--- src/hw/zhe_regs.svh ---
// widths and reset values of the zone hold evaluator
`ifndef ZHE_REGS_SVH
`define ZHE_REGS_SVH
`define ZHE_W        16
`define ZHE_WIDE     26
`define ZHE_HELD_RST 16'h0000
`define ZHE_CNT_RST  8'h00
`define ZHE_SUM_RST  32'h0000_0000
`define ZHE_NCNT_RST 16'h0000
`endif

--- src/hw/zhe_pkg.sv ---
// types and shared arithmetic of the zone hold evaluator
package zhe_pkg;
  typedef enum logic [3:0] {
    ZHE_M_PP     = 4'b0001,
    ZHE_M_AVG    = 4'b0010,
    ZHE_M_MAXMIN = 4'b0100,
    ZHE_M_INFL   = 4'b1000
  } zhe_method_t;

  typedef enum logic [2:0] {
    ZHE_MM_IDLE = 3'b001,
    ZHE_MM_MAX  = 3'b010,
    ZHE_MM_MIN  = 3'b100
  } zhe_mm_state_t;

  typedef enum logic [2:0] {
    ZHE_PH_IDLE = 3'b001,
    ZHE_PH_A    = 3'b010,
    ZHE_PH_B    = 3'b100
  } zhe_phase_t;

  // sign-extend a load to the comparison width
  function automatic logic signed [25:0] zhe_wide(input logic signed [15:0] v);
    zhe_wide = {{10{v[15]}}, v};
  endfunction
endpackage

--- src/hw/zhe_top.sv ---
// per-zone hold and judgment evaluator for qualified load samples
`timescale 1ns/1ns
`include "zhe_regs.svh"
module zhe_top (
  // clock and reset
  input  wire logic                     core_clk_i,
  input  wire logic                     rst_i,
  // sample stream
  input  wire logic                     sample_valid_i,
  input  wire logic signed [`ZHE_W-1:0] load_i,
  input  wire logic        [`ZHE_W-1:0] time_i,
  input  wire logic        [`ZHE_W-1:0] disp_i,
  // zone and measurement
  input  wire logic                     meas_start_i,
  input  wire logic                     x_is_disp_i,
  input  wire logic        [`ZHE_W-1:0] zone_x_lo_i,
  input  wire logic        [`ZHE_W-1:0] zone_x_hi_i,
  input  zhe_pkg::zhe_method_t          method_i,
  input  wire logic signed [`ZHE_W-1:0] high_limit_i,
  input  wire logic signed [`ZHE_W-1:0] low_limit_i,
  // maximum/minimum settings
  input  wire logic        [`ZHE_W-1:0] swing_threshold_i,
  input  wire logic        [7:0]        scale_i,
  input  wire logic        [7:0]        det_count_i,
  input  wire logic                     hold_max_sel_i,
  // inflection settings
  input  wire logic signed [`ZHE_W-1:0] arm_level_i,
  input  wire logic        [`ZHE_W-1:0] span_a_i,
  input  wire logic        [`ZHE_W-1:0] span_b_i,
  input  wire logic                     span_a_disp_i,
  input  wire logic                     span_b_disp_i,
  input  wire logic        [`ZHE_W-1:0] offset_i,
  // results
  output logic signed [`ZHE_W-1:0]      held_value_o,
  output logic        [`ZHE_W-1:0]      held_point_o,
  output logic                          hold_valid_o,
  output logic                          upper_violation_flag_o,
  output logic                          under_limit_flag_o,
  output logic                          zone_pass_o,
  output logic        [7:0]             swing_count_o,
  output logic                          armed_o
);
  // qualification
  wire logic [`ZHE_W-1:0] x_pos   = x_is_disp_i ? disp_i : time_i;
  wire logic              in_zone = (x_pos >= zone_x_lo_i) && (x_pos <= zone_x_hi_i);
  wire logic              smp     = sample_valid_i && !meas_start_i;
  wire logic              zs      = smp && in_zone;
  wire logic              m_pp    = method_i == zhe_pkg::ZHE_M_PP;
  wire logic              m_avg   = method_i == zhe_pkg::ZHE_M_AVG;
  wire logic              m_mm    = method_i == zhe_pkg::ZHE_M_MAXMIN;
  wire logic              m_infl  = method_i == zhe_pkg::ZHE_M_INFL;

  // running average
  logic signed [31:0]         sum;
  logic        [`ZHE_W-1:0]   n_smp;
  wire logic signed [31:0]    next_sum  = sum + {{16{load_i[15]}}, load_i};
  wire logic        [`ZHE_W-1:0] next_n = n_smp + 16'h0001;
  wire logic signed [31:0]    avg_full  = next_sum / $signed({16'h0000, next_n});
  wire logic signed [`ZHE_W-1:0] avg_q  = avg_full[15:0];

  // peak to peak relative to the zone entry
  logic                         pp_on;
  logic signed [`ZHE_WIDE-1:0]  pp_base, pp_max, pp_min;
  wire logic signed [`ZHE_WIDE-1:0] pp_rel  = zhe_pkg::zhe_wide(load_i) - pp_base;
  wire logic signed [`ZHE_WIDE-1:0] pp_hi   = (pp_rel > pp_max) ? pp_rel : pp_max;
  wire logic signed [`ZHE_WIDE-1:0] pp_lo   = (pp_rel < pp_min) ? pp_rel : pp_min;
  wire logic signed [`ZHE_WIDE-1:0] pp_span = pp_hi - pp_lo;

  // maximum/minimum swing detection
  zhe_pkg::zhe_mm_state_t      mm_state;
  logic signed [`ZHE_W-1:0]    ext_val, a_val, b_val;
  logic        [`ZHE_W-1:0]    ext_pt, a_pt, b_pt;
  wire logic signed [`ZHE_WIDE-1:0] margin = {2'b00, {8'h00, swing_threshold_i} * {16'h0000, scale_i}};
  wire logic signed [`ZHE_WIDE-1:0] drop   = zhe_pkg::zhe_wide(ext_val) - zhe_pkg::zhe_wide(load_i);
  wire logic signed [`ZHE_WIDE-1:0] rise   = zhe_pkg::zhe_wide(load_i) - zhe_pkg::zhe_wide(ext_val);
  wire logic mm_run   = zs && m_mm;
  wire logic swing_hi = mm_run && (mm_state == zhe_pkg::ZHE_MM_MAX) && (drop > margin);
  wire logic swing_lo = mm_run && (mm_state == zhe_pkg::ZHE_MM_MIN) && (rise > margin);
  wire logic swing    = swing_hi || swing_lo;
  wire logic [7:0] next_cnt = swing_count_o + 8'h01;
  wire logic count_hit = swing && (next_cnt == det_count_i) && !hold_valid_o;
  wire logic signed [`ZHE_W-1:0] next_a_val = swing_hi ? ext_val : a_val;
  wire logic        [`ZHE_W-1:0] next_a_pt  = swing_hi ? ext_pt  : a_pt;
  wire logic signed [`ZHE_W-1:0] next_b_val = swing_lo ? ext_val : b_val;
  wire logic        [`ZHE_W-1:0] next_b_pt  = swing_lo ? ext_pt  : b_pt;

  // inflection
  logic                     infl_hit;
  logic signed [`ZHE_W-1:0] infl_val;
  logic        [`ZHE_W-1:0] infl_pt;

  zhe_infl u_infl (
    .core_clk_i        (core_clk_i),
    .rst_i             (rst_i),
    .clear_i           (meas_start_i),
    .sample_i          (smp),
    .eval_i            (in_zone && m_infl),
    .load_i            (load_i),
    .time_i            (time_i),
    .disp_i            (disp_i),
    .x_i               (x_pos),
    .arm_level_i       (arm_level_i),
    .span_a_i          (span_a_i),
    .span_b_i          (span_b_i),
    .span_a_disp_i     (span_a_disp_i),
    .span_b_disp_i     (span_b_disp_i),
    .swing_threshold_i (swing_threshold_i),
    .offset_i          (offset_i),
    .hit_o             (infl_hit),
    .value_o           (infl_val),
    .point_o           (infl_pt),
    .armed_o           (armed_o)
  );

  // hold selection per method
  wire logic take_avg  = zs && m_avg;
  wire logic take_pp   = zs && m_pp;
  wire logic take_mm   = count_hit;
  wire logic take_infl = infl_hit && m_infl && !hold_valid_o && !meas_start_i;
  wire logic signed [`ZHE_W-1:0] mm_val = hold_max_sel_i ? next_a_val : next_b_val;
  wire logic        [`ZHE_W-1:0] mm_pt  = hold_max_sel_i ? next_a_pt  : next_b_pt;

  always_ff @(posedge core_clk_i or posedge rst_i) begin
    if (rst_i) begin
      sum   <= `ZHE_SUM_RST;
      n_smp <= `ZHE_NCNT_RST;
      pp_on <= 1'b0;
      {pp_base, pp_max, pp_min} <= '0;
    end else if (meas_start_i) begin
      sum   <= `ZHE_SUM_RST;
      n_smp <= `ZHE_NCNT_RST;
      pp_on <= 1'b0;
    end else begin
      if (take_avg) begin
        sum   <= next_sum;
        n_smp <= next_n;
      end
      if (take_pp && !pp_on) begin
        pp_on   <= 1'b1;
        pp_base <= zhe_pkg::zhe_wide(load_i);
        pp_max  <= '0;
        pp_min  <= '0;
      end else if (take_pp) begin
        pp_max <= pp_hi;
        pp_min <= pp_lo;
      end
    end
  end

  always_ff @(posedge core_clk_i or posedge rst_i) begin
    if (rst_i) begin
      mm_state      <= zhe_pkg::ZHE_MM_IDLE;
      swing_count_o <= `ZHE_CNT_RST;
      {ext_val, ext_pt, a_val, a_pt, b_val, b_pt} <= '0;
    end else if (meas_start_i) begin
      mm_state      <= zhe_pkg::ZHE_MM_IDLE;
      swing_count_o <= `ZHE_CNT_RST;
    end else if (mm_run) begin
      {a_val, a_pt, b_val, b_pt} <= {next_a_val, next_a_pt, next_b_val, next_b_pt};
      if (swing) begin
        swing_count_o <= next_cnt;
      end
      case (mm_state)
        zhe_pkg::ZHE_MM_IDLE: begin
          {ext_val, ext_pt} <= {load_i, x_pos};
          {a_val, a_pt, b_val, b_pt} <= {load_i, x_pos, load_i, x_pos};
          mm_state <= zhe_pkg::ZHE_MM_MAX;
        end
        zhe_pkg::ZHE_MM_MAX: begin
          if (swing_hi || load_i > ext_val) begin
            {ext_val, ext_pt} <= {load_i, x_pos};
          end
          if (swing_hi) begin
            mm_state <= zhe_pkg::ZHE_MM_MIN;
          end
        end
        zhe_pkg::ZHE_MM_MIN: begin
          if (swing_lo || load_i < ext_val) begin
            {ext_val, ext_pt} <= {load_i, x_pos};
          end
          if (swing_lo) begin
            mm_state <= zhe_pkg::ZHE_MM_MAX;
          end
        end
        default: mm_state <= zhe_pkg::ZHE_MM_IDLE;
      endcase
    end
  end

  always_ff @(posedge core_clk_i or posedge rst_i) begin
    if (rst_i) begin
      held_value_o <= `ZHE_HELD_RST;
      held_point_o <= `ZHE_HELD_RST;
      hold_valid_o <= 1'b0;
    end else if (meas_start_i) begin
      held_value_o <= `ZHE_HELD_RST;
      held_point_o <= `ZHE_HELD_RST;
      hold_valid_o <= 1'b0;
    end else if (take_avg || take_pp || take_mm || take_infl) begin
      hold_valid_o <= 1'b1;
      held_point_o <= take_mm ? mm_pt : (take_infl ? infl_pt : x_pos);
      if (take_avg) begin
        held_value_o <= avg_q;
      end else if (take_pp) begin
        held_value_o <= pp_on ? pp_span[15:0] : `ZHE_HELD_RST;
      end else if (take_mm) begin
        held_value_o <= mm_val;
      end else begin
        held_value_o <= infl_val;
      end
    end
  end

  // judgment, one cycle behind the held value
  wire logic over  = hold_valid_o && (high_limit_i < held_value_o);
  wire logic under = hold_valid_o && (held_value_o < low_limit_i);

  always_ff @(posedge core_clk_i or posedge rst_i) begin
    if (rst_i) begin
      upper_violation_flag_o <= 1'b0;
      under_limit_flag_o     <= 1'b0;
      zone_pass_o            <= 1'b0;
    end else begin
      upper_violation_flag_o <= over && !meas_start_i;
      under_limit_flag_o     <= under && !meas_start_i;
      zone_pass_o <= hold_valid_o && !over && !under && !meas_start_i;
    end
  end

  property p_upper;
    @(posedge core_clk_i) disable iff (rst_i)
      hold_valid_o && (held_value_o > high_limit_i) && !meas_start_i |=> upper_violation_flag_o && !zone_pass_o;
  endproperty
  a_upper: assert property (p_upper) else $error("upper flag missing");

  property p_lower;
    @(posedge core_clk_i) disable iff (rst_i)
      hold_valid_o && (held_value_o < low_limit_i) && !meas_start_i |=> under_limit_flag_o && !zone_pass_o;
  endproperty
  a_lower: assert property (p_lower) else $error("lower flag missing");

  property p_edge;
    @(posedge core_clk_i) disable iff (rst_i)
      hold_valid_o && (held_value_o == high_limit_i) && (held_value_o == low_limit_i) && !meas_start_i
      |=> zone_pass_o && !upper_violation_flag_o && !under_limit_flag_o;
  endproperty
  a_edge: assert property (p_edge) else $error("limit compare not strict");

  property p_pass;
    @(posedge core_clk_i) disable iff (rst_i)
      zone_pass_o |-> $past(hold_valid_o) && !upper_violation_flag_o && !under_limit_flag_o;
  endproperty
  a_pass: assert property (p_pass) else $error("pass without in-limit hold");

  property p_clear;
    @(posedge core_clk_i) disable iff (rst_i)
      meas_start_i |=> !hold_valid_o && swing_count_o == 8'h00 && !armed_o ##1 !zone_pass_o;
  endproperty
  a_clear: assert property (p_clear) else $error("state not cleared at start");

  property p_avg;
    @(posedge core_clk_i) disable iff (rst_i)
      take_avg && !meas_start_i |=> hold_valid_o && n_smp == $past(n_smp) + 16'h0001;
  endproperty
  a_avg: assert property (p_avg) else $error("average not accumulated");

  property p_outside;
    @(posedge core_clk_i) disable iff (rst_i)
      !in_zone && !meas_start_i |=> $stable(swing_count_o) && $stable(mm_state);
  endproperty
  a_outside: assert property (p_outside) else $error("extremes tracked outside zone");

  property p_count;
    @(posedge core_clk_i) disable iff (rst_i)
      $rose(hold_valid_o) && m_mm |-> swing_count_o == det_count_i;
  endproperty
  a_count: assert property (p_count) else $error("hold before detection count");

  property p_select;
    @(posedge core_clk_i) disable iff (rst_i)
      take_mm && hold_max_sel_i |=> held_value_o == $past(next_a_val) && held_point_o == $past(next_a_pt);
  endproperty
  a_select: assert property (p_select) else $error("wrong extreme held");

  c_mm_hold:   cover property (@(posedge core_clk_i) disable iff (rst_i) take_mm ##2 zone_pass_o);
  c_infl_hold: cover property (@(posedge core_clk_i) disable iff (rst_i) take_infl ##2 upper_violation_flag_o);
  c_avg_pass:  cover property (@(posedge core_clk_i) disable iff (rst_i) take_avg ##1 !in_zone ##1 zone_pass_o);
endmodule

--- src/hw/zhe_infl.sv ---
// slope-change (inflection point) detector for one zone
`timescale 1ns/1ns
`include "zhe_regs.svh"
module zhe_infl (
  // clock and reset
  input  wire logic                     core_clk_i,
  input  wire logic                     rst_i,
  // sample qualification
  input  wire logic                     clear_i,
  input  wire logic                     sample_i,
  input  wire logic                     eval_i,
  input  wire logic signed [`ZHE_W-1:0] load_i,
  input  wire logic        [`ZHE_W-1:0] time_i,
  input  wire logic        [`ZHE_W-1:0] disp_i,
  input  wire logic        [`ZHE_W-1:0] x_i,
  // settings
  input  wire logic signed [`ZHE_W-1:0] arm_level_i,
  input  wire logic        [`ZHE_W-1:0] span_a_i,
  input  wire logic        [`ZHE_W-1:0] span_b_i,
  input  wire logic                     span_a_disp_i,
  input  wire logic                     span_b_disp_i,
  input  wire logic        [`ZHE_W-1:0] swing_threshold_i,
  input  wire logic        [`ZHE_W-1:0] offset_i,
  // result
  output logic                          hit_o,
  output logic signed [`ZHE_W-1:0]      value_o,
  output logic        [`ZHE_W-1:0]      point_o,
  output logic                          armed_o
);
  zhe_pkg::zhe_phase_t phase;
  logic        [`ZHE_W-1:0] p0_t, p0_d, p1_t, p1_d, p1_x;
  logic signed [`ZHE_W-1:0] p0_l, p1_l;

  wire logic        [`ZHE_W-1:0]   dist_a = span_a_disp_i ? disp_i - p0_d : time_i - p0_t;
  wire logic        [`ZHE_W-1:0]   dist_b = span_b_disp_i ? disp_i - p1_d : time_i - p1_t;
  wire logic signed [`ZHE_WIDE-1:0] chg_c = zhe_pkg::zhe_wide(p1_l) - zhe_pkg::zhe_wide(p0_l);
  wire logic signed [`ZHE_WIDE-1:0] chg_e = zhe_pkg::zhe_wide(load_i) - zhe_pkg::zhe_wide(p1_l);
  wire logic signed [`ZHE_WIDE-1:0] chg_d = chg_e - chg_c;
  wire logic signed [`ZHE_WIDE-1:0] thr_w = {10'h000, swing_threshold_i};
  wire logic run    = sample_i && eval_i && armed_o;
  wire logic b_done = (phase == zhe_pkg::ZHE_PH_B) && (dist_b >= span_b_i);
  wire logic found  = run && b_done && (chg_d > thr_w);
  wire logic [`ZHE_W-1:0] shifted = (p1_x > offset_i) ? p1_x - offset_i : `ZHE_HELD_RST;

  always_ff @(posedge core_clk_i or posedge rst_i) begin
    if (rst_i) begin
      armed_o <= 1'b0;
    end else if (clear_i) begin
      armed_o <= 1'b0;
    end else if (sample_i && (load_i > arm_level_i)) begin
      armed_o <= 1'b1;
    end
  end

  always_ff @(posedge core_clk_i or posedge rst_i) begin
    if (rst_i) begin
      phase <= zhe_pkg::ZHE_PH_IDLE;
      {p0_t, p0_d, p0_l, p1_t, p1_d, p1_l, p1_x} <= '0;
    end else if (clear_i) begin
      phase <= zhe_pkg::ZHE_PH_IDLE;
    end else if (run) begin
      case (phase)
        zhe_pkg::ZHE_PH_IDLE: begin
          {p0_t, p0_d, p0_l} <= {time_i, disp_i, load_i};
          phase              <= zhe_pkg::ZHE_PH_A;
        end
        zhe_pkg::ZHE_PH_A: begin
          if (dist_a >= span_a_i) begin
            {p1_t, p1_d, p1_l, p1_x} <= {time_i, disp_i, load_i, x_i};
            phase                    <= zhe_pkg::ZHE_PH_B;
          end
        end
        zhe_pkg::ZHE_PH_B: begin
          if (dist_b >= span_b_i) begin
            {p0_t, p0_d, p0_l}       <= {p1_t, p1_d, p1_l};
            {p1_t, p1_d, p1_l, p1_x} <= {time_i, disp_i, load_i, x_i};
          end
        end
        default: phase <= zhe_pkg::ZHE_PH_IDLE;
      endcase
    end
  end

  always_ff @(posedge core_clk_i or posedge rst_i) begin
    if (rst_i) begin
      hit_o   <= 1'b0;
      value_o <= `ZHE_HELD_RST;
      point_o <= `ZHE_HELD_RST;
    end else begin
      hit_o <= found && !clear_i;
      if (found) begin
        value_o <= p1_l;
        point_o <= shifted;
      end
    end
  end

  property p_infl_armed;
    @(posedge core_clk_i) disable iff (rst_i) hit_o |-> $past(armed_o);
  endproperty
  a_infl_armed: assert property (p_infl_armed) else $error("inflection hit before arming");

  property p_infl_zone;
    @(posedge core_clk_i) disable iff (rst_i) hit_o |-> $past(eval_i) && $past(sample_i);
  endproperty
  a_infl_zone: assert property (p_infl_zone) else $error("inflection hit outside zone");

  property p_infl_offset;
    @(posedge core_clk_i) disable iff (rst_i)
      found && (p1_x > offset_i) |=> point_o == $past(p1_x) - $past(offset_i);
  endproperty
  a_infl_offset: assert property (p_infl_offset) else $error("inflection point not shifted");
endmodule

--- config.mk ---
export PLATFORM = sky130hd
export DESIGN_NAME = zhe_top
export DESIGN_NICKNAME = d
export VERILOG_FILES = /design/src/hw/zhe_pkg.sv /design/src/hw/zhe_top.sv /design/src/hw/zhe_infl.sv
export VERILOG_INCLUDE_DIRS = /design/src /design/src/hw
export SDC_FILE = /design/constraint.sdc
export NUM_CORES = 2
export LEC_CHECK = 0
export BUFFER_PORTS_ARGS = -buffer_cell sky130_fd_sc_hd__buf_2
export CAP_MARGIN = 10
export CORE_UTILIZATION = 69
export CTS_BUF_LIST = sky130_fd_sc_hd__clkbuf_16
export DETAILED_ROUTE_END_ITERATION = 8
export PLACE_DENSITY = 0.9
export SYNTH_ARGS = -nofsm -noshare
export SYNTH_HDL_FRONTEND = slang
export SYNTH_SLANG_ARGS = --single-unit
--- constraint.sdc ---
create_clock -name core_clk_i -period 184.7 [get_ports core_clk_i]
set_input_delay 18.47 -clock core_clk_i [delete_from_list [all_inputs] [get_ports core_clk_i]]
set_output_delay 18.47 -clock core_clk_i [all_outputs]
set_load 0.005 [all_outputs]
* Yosys cells after proc, flatten, opt, wreduce, memory -nomap -nowiden
Index checks and enable logic that the tools add are counted.
** Word-level totals
- Register bits after elaboration :: 409
- Bits of input ports :: 220
- Output and inout bits :: 45
- Word-level logic and storage cells :: 222
** Operators by class
- Add/sub/neg operators :: 15
- $mul :: 1
- Div/mod/pow operators :: 1
- Magnitude comparators :: 15
- Equal/unequal tests :: 19
- Mux-type cells :: 76
- Bitwise logic cells :: 1
- Reduce and logical (&&, ||, !) cells :: 62
** Operators with widths (number)
- $mux W16 :: 41
- $pmux W16 S2 :: 7
- $mux W26 :: 6
- $pmux W16 S3 :: 2
- $sub A16 B16 Y16 :: 6
- $sub A16 B16 Y17 :: 5
- $mux W32 :: 2
- $gt A17 B25 Y1 :: 2
- $ge A16 B16 Y1 :: 3
- $gt A16 B16 Y1 :: 3
- $lt A16 B16 Y1 :: 3
- $add A32 B32 Y32 :: 1
- $div A32 B17 Y32 :: 1
- $logic_and A1 B1 Y1 :: 31
- $gt A17 B26 Y1 :: 1
- $gt A26 B17 Y1 :: 1
- $lt A17 B26 Y1 :: 1
- $sub A26 B26 Y26 :: 1
- $mul A16 B8 Y24 :: 1
- $mux W8 :: 3
- $mux W3 :: 7
- $reduce_bool A2 Y1 :: 10
- $pmux W3 S3 :: 2
- $add A16 B1 Y16 const B :: 1
- 23 further kinds :: 49

* Logic depth before layout (Yosys ltp)
- Depth after elaboration :: 15
- Mapped depth :: 528
- Depth with buffers taken out :: 494

* By module
From an unflattened synthesis, not the netlist that was laid out.
** Second synthesis, totals
- Cells, all modules :: 7752
- Area total of the unflattened synthesis :: 60463.0 µm²
** By module, submodules not included
- zhe_top :: times used 1, cells each 6305, area each 47350.4 µm²
- zhe_infl :: times used 1, cells each 1447, area each 13112.6 µm²

* Worst setup path before layout
No wires, ideal clock.
- Path kind :: input port to flip-flop
- Start point :: input port load_i[0]
- End point :: register held_value_o[14]
- Library setup time :: 145 ps
- Arrival :: 120057 ps
- Required time :: 184555 ps
- Slack :: 64498 ps
- Stages on the path :: 502
- Cell sequence :: ha_1 -> fa_1 -> a211oi_4 -> o21ai_2 -> a311oi_1 -> a21oi_1 -> xor2_1 -> a2111oi_1 -> nand4_1 -> or2_2 -> nor4_1 -> ha_1 -> a21oi_1 -> ha_1 -> o21a_1 -> nor2_1 -> nor2_1 -> nor2_1 -> (+466 left out) -> a21oi_1 -> nor2b_1 -> o21ai_0 -> nand2b_1 -> a211oi_1 -> o211ai_1 -> a31oi_1 -> o211ai_1 -> a2111o_1 -> or3_1 -> nor4_2 -> ha_1 -> nand2_1 -> nor2_1 -> a41oi_1 -> xnor2_1 -> a21oi_1 -> o21ai_0
** On the way
- Longest elaborated chain between the ends :: 11
- Elaborated cells between the ends (all ways) :: 29
** Ends and longest elaborated chain
- from (decl) :: RTL line zhe_top.sv:10 : input wire logic signed [`ZHE_W-1:0] load_i,
- branches (longest 11 deep; another with $add A32 B32 Y32)
- to (signal assigned) :: RTL line zhe_top.sv:196 : held_value_o <= `ZHE_HELD_RST;
- to (signal assigned) :: RTL line zhe_top.sv:203 : held_value_o <= avg_q;
- to (signal assigned) :: RTL line zhe_top.sv:205 : held_value_o <= pp_on ? pp_span[15:0] : `ZHE_HELD_RST;
- to (decl) :: RTL line zhe_top.sv:34 : output logic signed [`ZHE_W-1:0] held_value_o,
Several ways; the timed one is not identified. The select of a mux whose other input is x is not followed.
A chain may end at the register's enable or synchronous reset.

* Worst setup path after layout
- Start point :: input port load_i[15]
- End point :: register held_value_o[14]
Same word-level chain as after synthesis.

==> flow_summary_export.csv <==
group,metric,value,unit
run_status,outcome,"finished, final reports clean",
timing,fin_setup_tns,0,ps
final_layout,drive_gt1_frac,0.0951,
synthesis,ys_seq_area_frac,0.163,
floorplan,die_width,297,µm
detailed_routing,drt_iter0_drc,6565,
grt,grt_pass1_vias,59581,
synthesis,synth_top_area_frac,0.180,
final_layout,nets,9141,
placed_design,place.gp.congestion,1.03,
timing,maxSlewHeadroom,0.0758,
clock_network,cts_tree,"done",
final_layout,multi_input_area,46800,µm²
clock_network,clk_pin_slew,60,ps
placed_design,place.port_buffers,264,
worst_setup_path,reg2reg_depth,475,
synthesis,synth_most_common_cell,"ha_1",
detailed_routing,vias,62013,
floorplan,ios,265,
synthesis,synthCells,7858,
timing,period_needed,132200,ps
worst_setup_path,critPathMostFrequentCell,"o21a_1",
synthesis,netlist_area,60200,µm²
grt,grt_max_degree,125,
worst_setup_path,endpoint_kind,"register",
worst_setup_path,required,185150,ps
final_layout,area_growth,6.42,%
clock_network,clockBufferDepth,3,
synthesis,synth_fp_nets,9042,
detailed_routing,dr.pass1.iters,9,
final_layout,seqCellArea,9790,µm²
placed_design,dpl.hpwl,151,mm
synthesis,ys_top_cells_by_area,"ha_1 18%, dfrtp_1 16%, a21oi_1 5.4%",
grt,grt_first_pass_wirelength,315,mm
timing,rsz0062_at_grt,"false",
floorplan,start_util,0.702,
worst_setup_path,crit_path_start_kind,"input pin",
synthesis,ys_ff_latch,391,
final_layout,final_util,0.747,
worst_setup_path,critPathSlowestCell,"o31ai_2",
detailed_routing,route.detailed.drc,0,
clock_network,cts-resized-gates,0,
synthesis,yosys.cell_types.count,139,
synthesis,synthTopCellsByCount,"867 x ha_1, 707 x nand2_1, 668 x inv_1",
grt,grt_antenna_before_repair,22,
final_layout,reg_top3,"sum (32), pp_max (17), pp_min (17)",
floorplan,die_h,297,µm
clock_network,cts_sinks,391,
synthesis,synth_warnings,0,
timing,whs,482,ps
timing,fmax,0.00756,GHz
detailed_routing,wl_per_cell,21.8,µm
floorplan,die-area,88500,µm²
clock_network,clk_latency,630,ps
placed_design,pre_cts_ws,54790,ps
detailed_routing,vias_per_cell,6.77,
timing,hold_violations,0,
worst_setup_path,crit_arrival,132650,ps
clock_network,post_cts_buffers,0,
grt,overflow,0,
worst_setup_path,slowest_delay,860,ps
final_layout,fillers,6441,
timing,skew,62.2,ps
worst_setup_path,path_max_fanout,41,
detailed_routing,totalWireLength,199,mm
worst_setup_path,path_class,"input pin to register",
detailed_routing,ant_nets,0,
synthesis,async_flop_share,1.00,
final_layout,largest_reg_flops,32,
synthesis,synth_flop_cell,"dfrtp_1",
timing,fin_crit_sh,0.716,
timing,setup_slack,52500,ps
grt,grtUsageTotal,0.436,
synthesis,yosysTopAreaCell,"ha_1",
synthesis,synth-edff-count,0,
flow_run,cap_violations,0,
clock_network,cts-htree-levels,2,
floorplan,core,85800,µm²
timing,setup_viol,0,
clock_network,cts_hold_buf,0,
floorplan,rows,107,
clock_network,cts_made_buffers,44,
worst_hold_path,hold_class,"register to register",
final_layout,top_register,"sum",
timing,worst_pin_slew,1370,ps
synthesis,avgSynthCellArea,7.66,µm²
clock_network,cts-root-buf,"clkbuf_16",
timing,slew_viol_final,0,
worst_hold_path,min_delay_path_depth,2,
cells by family (layout without fill, tap and decap cells):
kind of cell | count (synthesis) | after routing | synth area share
compound gates | 2420 | 2420 | 0.257
xor+xnor | 428 | 428 | 0.0629
fa+ha+maj | 964 | 964 | 0.212
buf+inv | 963 | 1097 | 0.0634
flops | 391 | 391 | 0.163
mux | 246 | 246 | 0.0440
other cells | 0 | 19 | 0
simple gates | 2446 | 2446 | 0.198
per-stage QoR:
stage / instance area (µm²) / std cells
finish: 64100 / 9155
global route: 64100 / 9147
CTS: 64000 / 9136
detailed placement: 62500 / 9055
global placement: 62500 / 9055
floorplan: 60200 / 7858
layout make-up:
type / instances / area share
multi-input combinational: 6504 / 0.731
sequential: 391 / 0.153
tap: 1144 / 0.0223
clock inverter: 37 / 0.00670
clock buffer: 44 / 0.0172
inverter: 671 / 0.0394
timing repair buffer: 345 / 0.0301
antenna: 19 / 0.000742
routing by layer:
metal	vias to the layer above	wire, µm	track usage
met3	881	21900	0.103
met1	29061	77900	0.547
li1	28527	-	-
met5	-	68	0.000541
met4	10	12100	0.233
met2	3534	87300	0.692
layout by cell type (no fill, tap or decap), drive strengths merged, types with 46 or more instances in the layout:
master  synthesis  final
xor2          161    161
nor4           57     57
xnor2         267    267
nand3         182    182
or2            63     63
dfrtp         389    389
nand2b        101    101
o21a          227    227
a21oi         656    656
nor2          606    606
nand2         708    708
o21ai         604    604
and2          120    120
nor3          266    266
inv           671    678
nor2b          73     73
fa             97     97
a211oi         95     95
buf            74    345
o31ai         155    155
a21o          152    152
mux2i         104    104
mux2          142    142
ha            867    867
a31oi          59     59
nand4          82     82
or3            46     46
o22ai          75     75
o21bai         75     75
worst max-delay path, delay by kind of cell:
family / cells / cell delay (ps)
AO/OA/AOI/OAI: 293 / 67740
AND/OR/NAND/NOR: 115 / 26650
adder cells (fa/ha/maj): 34 / 11230
multiplexers: 12 / 4240
buffers and inverters: 20 / 3600
XOR/XNOR: 2 / 470
final timing paths:
check	startpoint	endpoint	slack, ps
max in group asynchronous	rst_i	n_smp[9]$_DFFE_PP0P_	164100
hold / removal	held_point_o[6]$_DFFE_PP0P_	held_point_o[6]$_DFFE_PP0P_	480
setup reg to reg	sum[0]$_DFFE_PP0P_	held_value_o[14]$_DFFE_PP0P_	70150
min in group asynchronous	rst_i	u_infl.p0_t[0]$_DFFE_PP0P_	18040
hold reg to reg	held_point_o[6]$_DFFE_PP0P_	held_point_o[6]$_DFFE_PP0P_	480
setup / recovery	load_i[15]	held_value_o[14]$_DFFE_PP0P_	52500
Power is not shown: default switching activity piles up to over one toggle a cycle in this logic, so the estimate is an artifact.
